==> config.mk <==
export PLATFORM = sky130hd
export DESIGN_NAME = djc_liu_flat
export DESIGN_NICKNAME = d
export VERILOG_FILES = /design/src/djc_pkg.sv /design/src/djc_link_if.sv /design/src/djc_liu.sv /design/src/flat_wrapper.sv
export SDC_FILE = /design/constraint.sdc
export NUM_CORES = 1
export LEC_CHECK = 0
export ABC_AREA = 1
export ABC_CLOCK_PERIOD_IN_PS = 5100
export BUFFER_PORTS_ARGS = -buffer_cell sky130_fd_sc_hd__clkbuf_2
export CAP_MARGIN = 20
export CELL_PAD_IN_SITES_DETAIL_PLACEMENT = 1
export CELL_PAD_IN_SITES_GLOBAL_PLACEMENT = 1
export CORE_ASPECT_RATIO = 1.75
export CORE_MARGIN = 10
export CORE_UTILIZATION = 35
export DETAILED_ROUTE_END_ITERATION = 10
export GPL_TIMING_DRIVEN = 0
export PLACE_DENSITY = 0.72
export SLEW_MARGIN = 10
export SYNTH_ARGS = -nofsm -noshare
export SYNTH_HDL_FRONTEND = slang
export SYNTH_SLANG_ARGS = --single-unit
==> constraint.sdc <==
create_clock -name clk_sys -period 5.1 [get_ports clk_sys]
set_input_delay 0.255 -clock clk_sys [delete_from_list [all_inputs] [get_ports clk_sys]]
set_output_delay 0.255 -clock clk_sys [all_outputs]
set_load 0.03 [all_outputs]
==> src/djc_pkg.sv <==
package djc_pkg;
  // Register indices; the bus byte address is the index times four
  localparam logic [7:0] DJC_IDX_JA_CH0   = 8'h07;
  localparam logic [7:0] DJC_IDX_JA_CH1   = 8'h0F;
  localparam logic [7:0] DJC_IDX_JA_CH2   = 8'h17;
  localparam logic [7:0] DJC_IDX_CC_CH0   = 8'h06;
  localparam logic [7:0] DJC_IDX_CC_CH1   = 8'h0E;
  localparam logic [7:0] DJC_IDX_CC_CH2   = 8'h16;
  localparam logic [7:0] DJC_IDX_MODE     = 8'h20;
  localparam logic [7:0] DJC_IDX_STATUS   = 8'h21;
  // Attenuator control fields
  localparam int DJC_JA_BWLO_BIT  = 0;
  localparam int DJC_JA_PATH_BIT  = 1;
  localparam int DJC_JA_BWHI_BIT  = 2;
  localparam int DJC_JA_REINIT_BIT = 3;
  localparam int DJC_JA_FRO_BIT   = 4;
  localparam logic [7:0] DJC_JA_WMASK  = 8'h1F;
  localparam logic [7:0] DJC_JA_RESET  = 8'h03;
  // Channel control fields
  localparam int DJC_CC_RAIL_BIT  = 0;
  localparam int DJC_CC_SONET_BIT = 1;
  localparam int DJC_CC_ERATE_BIT = 2;
  localparam logic [7:0] DJC_CC_WMASK  = 8'h3F;
  localparam logic [7:0] DJC_CC_RESET  = 8'h00;
  // Gapped clock pattern
  localparam int DJC_P1_PULSES  = 7;
  localparam int DJC_P2_PULSES  = 5;
  localparam int DJC_P1_REPEATS = 63;
  localparam int DJC_P2_REPEATS = 36;
  localparam int DJC_MAX_GAP    = 59;
  // Slot rate in kHz; the 19.3 ns slot is scaled onto the system clock divider
  localparam int DJC_SLOT_KHZ   = 51840;
  localparam int DJC_CLK_KHZ    = 10000;
  localparam int DJC_SLOT_DIV   = 4;
  localparam int DJC_NCH        = 3;
endpackage

==> src/djc_link_if.sv <==
`timescale 1ns/1ps
`default_nettype none
interface djc_link_if;
  import djc_pkg::*;
  logic [DJC_NCH-1:0] tx_clock_in;
  logic [DJC_NCH-1:0] tx_positive_data_in;
  modport mapper (output tx_clock_in, output tx_positive_data_in);
  modport liu    (input tx_clock_in, input tx_positive_data_in);
endinterface
`default_nettype wire

==> src/djc_liu.sv <==
`timescale 1ns/1ps
`default_nettype none
// How it works
// (RULE_01) Host: bw high 0, low 1 gives narrow
// (RULE_02) Hardware: straps low=1 high=0 give narrow
// (RULE_03) Host: path bit 1 selects transmit
// (RULE_04) Hardware: path strap 1 selects transmit
// (RULE_05) Recovery-off bit 0 means fast recovery
// (RULE_06) Recovery disable only in host mode
// (RULE_07) Attenuator registers at 0x07, 0x0F, 0x17
// (RULE_08) Hardware: rail strap high gives single rail
// (RULE_09) Tolerate 59 missing clock pulses
// (RULE_10) Mapper should reshape gapped clock and data
// (RULE_11) Minor pattern one: seven pulses, one gap
// (RULE_12) Minor pattern two: five pulses, one gap
// (RULE_13) Each pulse takes one 51.84 MHz slot
// (RULE_14) Major A: 63 of one, 36 of two
// (RULE_15) Edges only for DS3 bits; sample on them
// (RULE_16) Host: channel bit 0 selects single rail
// (RULE_17) Host: rate bits both clear select DS3
// (RULE_18) One bit per pulse, seamless pattern restart
module djc_liu
  import djc_pkg::*;
(
  // System
  input  wire logic        clk_sys,
  input  wire logic        rstn,
  // Avalon-MM slave
  input  wire logic [9:0]  avs_address,
  input  wire logic        avs_read,
  input  wire logic        avs_write,
  input  wire logic [31:0] avs_writedata,
  input  wire logic [3:0]  avs_byteenable,
  output logic [31:0]      avs_readdata,
  output logic             avs_waitrequest,
  // Hardware-mode straps
  input  wire logic        host_mode,
  input  wire logic        atten_bw_select_low,
  input  wire logic        atten_bw_select_high,
  input  wire logic        atten_path_select,
  input  wire logic        rail_mode_select,
  // Per-channel effective settings and received link bits
  output logic [DJC_NCH-1:0] narrow_bw,
  output logic [DJC_NCH-1:0] atten_in_tx,
  output logic [DJC_NCH-1:0] fast_recovery,
  output logic [DJC_NCH-1:0] single_rail,
  output logic [DJC_NCH-1:0] ds3_rate,
  output logic [DJC_NCH-1:0] atten_reinit,
  output logic [DJC_NCH-1:0] bit_valid,
  output logic [DJC_NCH-1:0] bit_data,
  // Link
  djc_link_if.liu          link
);
  typedef struct packed {
    logic [DJC_NCH-1:0][7:0] ja;
    logic [DJC_NCH-1:0][7:0] cc;
    logic                    ack;
    logic [31:0]             rd;
    logic [DJC_NCH-1:0]      clk_s1, clk_s2, clk_d;
    logic [DJC_NCH-1:0]      dat_s1, dat_s2;
    logic [DJC_NCH-1:0]      bval, bdat;
    logic [DJC_NCH-1:0][8:0] gap;
    logic [DJC_NCH-1:0]      gap_over;
    logic [DJC_NCH-1:0][4:0] straps_s1, straps_s2;
  } djc_liu_s;
  djc_liu_s st_r, st_nxt;

  function automatic logic [9:0] word_addr(input logic [7:0] idx);
    return {idx, 2'b00};
  endfunction

  logic [4:0] straps;
  logic       hw;
  always_comb begin
    straps = {host_mode, rail_mode_select, atten_path_select,
              atten_bw_select_high, atten_bw_select_low};
    st_nxt = st_r;
    st_nxt.ack = 1'b0;
    for (int c = 0; c < DJC_NCH; c++) begin
      st_nxt.straps_s1[c] = straps;
      st_nxt.straps_s2[c] = st_r.straps_s1[c];
    end
    // Two-cycle answer keeps the decode registered
    if ((avs_read || avs_write) && !st_r.ack) begin
      st_nxt.ack = 1'b1;
      st_nxt.rd  = 32'h0000_0000;
      for (int c = 0; c < DJC_NCH; c++) begin
        if (avs_address == word_addr(DJC_IDX_JA_CH0 + 8'(8 * c))) begin // RULE_07
          st_nxt.rd = {24'h000000, st_r.ja[c]};
          if (avs_write && avs_byteenable[0])
            st_nxt.ja[c] = avs_writedata[7:0] & DJC_JA_WMASK;
        end
        if (avs_address == word_addr(DJC_IDX_CC_CH0 + 8'(8 * c))) begin
          st_nxt.rd = {24'h000000, st_r.cc[c]};
          if (avs_write && avs_byteenable[0])
            st_nxt.cc[c] = avs_writedata[7:0] & DJC_CC_WMASK;
        end
      end
      if (avs_address == word_addr(DJC_IDX_STATUS))
        st_nxt.rd = {24'h000000, 1'b0, st_r.gap_over, 1'b0, st_r.bval};
    end
    // Link sampling through two flops
    st_nxt.clk_s1 = link.tx_clock_in;
    st_nxt.clk_s2 = st_r.clk_s1;
    st_nxt.dat_s1 = link.tx_positive_data_in;
    st_nxt.dat_s2 = st_r.dat_s1;
    st_nxt.clk_d  = st_r.clk_s2;
    for (int c = 0; c < DJC_NCH; c++) begin
      st_nxt.bval[c] = st_r.clk_s2[c] && !st_r.clk_d[c]; // RULE_15
      if (st_nxt.bval[c]) begin
        st_nxt.bdat[c] = st_r.dat_s2[c];
        st_nxt.gap[c]  = 9'h000;
      end else if (st_r.gap[c] != 9'h1FF) begin
        st_nxt.gap[c] = st_r.gap[c] + 9'h001;
      end
      // Sticky flag only; attenuator keeps running through long gaps
      // Clear only what the read reported, so an event after capture survives
      if (st_r.gap[c] > 9'(DJC_MAX_GAP * DJC_SLOT_DIV)) // RULE_09
        st_nxt.gap_over[c] = 1'b1;
      else if (avs_read && avs_address == word_addr(DJC_IDX_STATUS)
               && st_r.ack && st_r.rd[4 + c])
        st_nxt.gap_over[c] = 1'b0;
    end
  end

  always_ff @(posedge clk_sys) begin
    if (!rstn) begin
      st_r <= '0;
      for (int c = 0; c < DJC_NCH; c++) begin
        st_r.ja[c] <= DJC_JA_RESET;
        st_r.cc[c] <= DJC_CC_RESET;
      end
    end else begin
      st_r <= st_nxt;
    end
  end

  assign avs_waitrequest = (avs_read || avs_write) && !st_r.ack;
  assign avs_readdata    = st_r.rd;

  always_comb begin
    hw = !st_r.straps_s2[0][4];
    for (int c = 0; c < DJC_NCH; c++) begin
      if (hw) begin
        narrow_bw[c]   = st_r.straps_s2[c][0] && !st_r.straps_s2[c][1]; // RULE_02
        atten_in_tx[c] = st_r.straps_s2[c][2]; // RULE_04
        fast_recovery[c] = 1'b1; // RULE_06
        single_rail[c] = st_r.straps_s2[c][3]; // RULE_08
        ds3_rate[c]    = 1'b1;
        atten_reinit[c] = 1'b0;
      end else begin
        narrow_bw[c]   = st_r.ja[c][DJC_JA_BWLO_BIT]
                         && !st_r.ja[c][DJC_JA_BWHI_BIT]; // RULE_01
        atten_in_tx[c] = st_r.ja[c][DJC_JA_PATH_BIT]; // RULE_03
        fast_recovery[c] = !st_r.ja[c][DJC_JA_FRO_BIT]; // RULE_05 RULE_06
        single_rail[c] = st_r.cc[c][DJC_CC_RAIL_BIT]; // RULE_16
        ds3_rate[c]    = !st_r.cc[c][DJC_CC_ERATE_BIT]
                         && !st_r.cc[c][DJC_CC_SONET_BIT]; // RULE_17
        atten_reinit[c] = st_r.ja[c][DJC_JA_REINIT_BIT];
      end
    end
  end

  assign bit_valid = st_r.bval;
  assign bit_data  = st_r.bdat;
endmodule
`default_nettype wire

==> src/flat_wrapper.sv <==
// flat-port wrapper written by rule: the top's interface ports become plain ports
module djc_liu_flat import djc_pkg::*;
  (clk_sys, rstn, avs_address, avs_read, avs_write, avs_writedata, avs_byteenable, avs_readdata, avs_waitrequest, host_mode, atten_bw_select_low, atten_bw_select_high, atten_path_select, rail_mode_select, narrow_bw, atten_in_tx, fast_recovery, single_rail, ds3_rate, atten_reinit, bit_valid, bit_data, link_tx_clock_in, link_tx_positive_data_in);
  djc_link_if link_i ();
  input  wire logic clk_sys;
  input  wire logic rstn;
  input  wire logic [9:0] avs_address;
  input  wire logic avs_read;
  input  wire logic avs_write;
  input  wire logic [31:0] avs_writedata;
  input  wire logic [3:0] avs_byteenable;
  output logic [31:0] avs_readdata;
  output logic avs_waitrequest;
  input  wire logic host_mode;
  input  wire logic atten_bw_select_low;
  input  wire logic atten_bw_select_high;
  input  wire logic atten_path_select;
  input  wire logic rail_mode_select;
  output logic [DJC_NCH-1:0] narrow_bw;
  output logic [DJC_NCH-1:0] atten_in_tx;
  output logic [DJC_NCH-1:0] fast_recovery;
  output logic [DJC_NCH-1:0] single_rail;
  output logic [DJC_NCH-1:0] ds3_rate;
  output logic [DJC_NCH-1:0] atten_reinit;
  output logic [DJC_NCH-1:0] bit_valid;
  output logic [DJC_NCH-1:0] bit_data;
  input wire logic [$bits(link_i.tx_clock_in)-1:0] link_tx_clock_in;
  input wire logic [$bits(link_i.tx_positive_data_in)-1:0] link_tx_positive_data_in;
  assign link_i.tx_clock_in = link_tx_clock_in;
  assign link_i.tx_positive_data_in = link_tx_positive_data_in;
  djc_liu u_core (.clk_sys(clk_sys), .rstn(rstn), .avs_address(avs_address), .avs_read(avs_read), .avs_write(avs_write), .avs_writedata(avs_writedata), .avs_byteenable(avs_byteenable), .avs_readdata(avs_readdata), .avs_waitrequest(avs_waitrequest), .host_mode(host_mode), .atten_bw_select_low(atten_bw_select_low), .atten_bw_select_high(atten_bw_select_high), .atten_path_select(atten_path_select), .rail_mode_select(rail_mode_select), .narrow_bw(narrow_bw), .atten_in_tx(atten_in_tx), .fast_recovery(fast_recovery), .single_rail(single_rail), .ds3_rate(ds3_rate), .atten_reinit(atten_reinit), .bit_valid(bit_valid), .bit_data(bit_data), .link(link_i));
endmodule
==> summary.md <==
| Metric | Value |
|---|---|
| Status | completed |
| Netlist cell types | 38 |
| Tcrit/Tclk final | 40.2% |
| Crit start category | flop |
| Critical path type | reg -> reg |
| Iter 0 DRT Violations | 135 |
| Top FF cell, synth | dfxtp_1 |
| Last element of the critical path | u_core.st_r[40] |
| Syn Area/Cell | 7.45 sq um |
| Filler cells | 1726 |
| Via count | 4249 |
| Critical Path AT | 2.28 ns |
| Total of max-cap violations | 0 |
| Fmax achieved | 488 MHz |
| Core area | 13300 sq um |
| Design Area, Final | 5650 sq um |
| Largest area contributor in the netlist | dfxtp_1 |
| Mapped cell area | 4730 sq um |
| Nets@finish | 802 |
| Crit Reg-Reg Startpoint | u_core.st_r[33] |
| Largest net degree at the start of global routing | 19 |
| Hold Path Class | in -> reg |
| Reg2Reg Depth | 10 |
| Crit path required time | 5.33 ns |
| Number of synthesized register bits | 102 |
| Top cells by area, synth | dfxtp_1 43%, nand2_1 11%, inv_1 8.1% |
| TritonCTS clock tree | built |
| Clk buf depth | 2 |
| Area Overhead vs Synth | 19.5% |
| CTS Buf Count | 9 |
| Crit path from | u_core.st_r[33] |
| EDFF count, synth | 0 |
| Post-DP HPWL | 10700 microns |
| Peak supply drop | 0.141 mV |
| Post-route ant nets | 0 |
| Hold Fails Final Rpt | 0 |
| Slew headroom | 47.6% |
| Hold_buf cts | 0 |
| GRT Total Usage | 14.1% |
| Total congestion overflow | 0 |
| Drt drc | 0 |
| Cell Area, Placed | 5350 sq um |
| Postcts setup bufs | 0 |
| Async SR Flop Fraction | 0% |
| Top cell type's share of synthesized area | 43.2% |
| Clock Skews | 0.00717 ns |
| Post-CTS sizing | 0 |
| Fin crit period | 2.05 ns |
| Antenna violations before repair | 0 |
| RSZ-0062 raised after global routing | false |
| First-pass GRT wire length | 21500 microns |
| Placed cells | 895 |
| WL/cell | 14.3 microns |
| Pwr Density | 299 nW/um^2 |
| Die W | 108 microns |
| Clock Root Buffer | clkbuf_16 |
| Clock sink count | 102 |
| Drt first pass iters | 5 |
| Layout Cells excl Fill | 911 |
| Sequential area share after synthesis | 43.2% |
| Worst-path clk slew | 0.07 ns |
| Warnings, synthesis | 0 |
| Setup_tns | 0 ns |
| I/O Pins | 118 |
| Die height | 174 microns |
| Via-to-Cell Ratio | 4.66 |
| Hold path start | link_tx_clock_in[0] |
| Reg2Reg Setup Slack | 3.05 ns |
| Clock latency on the worst-skew pair | 0.34 ns |
| Port Buffers | 62 |
| H-tree depth | 3 |
| Initial core utilization | 35.5% |
| Worst Setup End Kind | flop |
| Core Util, Final | 42.5% |
| Die area | 18700 sq um |
| Ant diodes | 0 |
| Pleak | 2.79 nW |
| Slew of the pin with the lowest slew margin | 0.779 ns |
| CP max FO | 7 |
| FP Rows | 56 |
| Final WL | 13000 microns |
| Synth top cells by count | 135 x nand2_1, 102 x dfxtp_1, 102 x inv_1 |
| Count of pins over their slew limit | 0 |
| Reg2reg end | u_core.st_r[40] |
| Via count of the first global-routing pass | 4591 |
| Most frequent cell after synthesis | nand2_1 |
| Cells after Synth | 635 |
| GP Congestion | 0.800 |
| Proportion of layout cells with a drive suffix above 1 | 19.8% |
| Setup violations, final | 0 |
final cells by class:
class	count	area (sq um)	area share, %
Buffer	49	343	6.06
Tap cell	174	218	3.85
Sequential cell	102	2040	36.1
Clock buffer	9	225	3.98
Multi-Input combinational cell	404	2050	36.2
Timing Repair Buffer	62	310	5.49
Inverter	104	390	6.90
Clock inverter	7	80.1	1.42
critical path, cell delays in order (launching register included):
cell	delay [ns]
dfxtp_1	0.33
ha_1	0.21
nand3_1	0.10
nor3_1	0.06
ha_1	0.27
nor3_1	0.31
nand2_1	0.13
nor2_1	0.20
nand2_1	0.10
o21ai_0	0.18
a21oi_1	0.06
power breakdown:
part / total, W / switching (W) / internal, W
registers: 0.000824 / 0.0000105 / 0.000813
clock network: 0.000704 / 0.000317 / 0.000387
logic: 0.000161 / 0.000110 / 0.0000504
total: 0.00169 / 0.000438 / 0.00125
how the worst min path moves through the flow:
stage	endpoint	cells after the start	slack [ns]
2_1_floorplan	u_core.st_nxt[0]	2	0.35
3_3_place_gp	u_core.st_r[4]	2	0.39
3_5_place_dp	u_core.st_r[1]	2	0.40
4_1_cts	u_core.st_nxt[0]	3	0.09
5_1_grt	u_core.st_nxt[75]	3	0.09
6_report	u_core.st_nxt[75]	3	0.1
registers in the layout (all words and copies together), names as in the netlist:
register and count:
u_core.avs_readdata 7, u_core.bit_data 3, u_core.bit_valid 3, u_core.st_nxt 14, u_core.st_r 75
stage by stage:
step           setup WS, ns  total power [W]  hold slack, ns
3_5_place_dp           3.03          0.00100           0.402
4_1_cts                3.01          0.00171          0.0889
3_3_place_gp           3.14         0.000997           0.394
6_report               3.05          0.00169          0.0966
5_1_grt                2.77          0.00176          0.0917
2_1_floorplan          3.37         0.000955           0.353
logic make-up (layout without fill, tap and decap cells):
| group | after synthesis | count (layout) | share of synthesized area (%) |
|---|---|---|---|
| and+or+nand+nor | 245 | 245 | 23.5 |
| xor gates and xnor gates | 5 | 5 | 0.926 |
| buffers and inverters | 153 | 231 | 15.5 |
| AOI/OAI and AO/OA | 120 | 120 | 14.4 |
| DFF | 102 | 102 | 43.2 |
| adders and majority gates | 9 | 9 | 2.38 |
| other | 1 | 25 | 0.0793 |
placed cells by master (no fill, tap or decap), types with 2 or more instances in the layout:
cell type	n
a31oi_1	3
nor3_1	10
dfxtp_1	102
clkbuf_1	7
nand3_1	16
a22o_1	3
ha_1	9
a211oi_2	4
o31ai_1	2
nor3_4	3
a21oi_1	49
a211oi_1	2
buf_4	40
conb_1	25
nand4_1	3
clkbuf_16	9
clkinv_4	2
xor2_1	5
o21ai_0	43
o211ai_1	6
nand2_1	135
o21ai_1	4
nor2_2	5
nand2_2	5
inv_1	102
nor2_4	5
nor2_1	54
o21a_1	2
nor4_1	4
clkbuf_2	62
metal layers:
layer  up-vias  global-route usage, %  wire (microns)  part of all wire, %
li1       2137                      -               -                    -
met1      2022                   13.5            4790                   37
met2        69                   27.8            7440                   57
met3        21                   2.49             456                  3.5
met4         0                   5.76             323                  2.5
met5         -                      0               0                    0
Power figures use the tool's default switching activity.
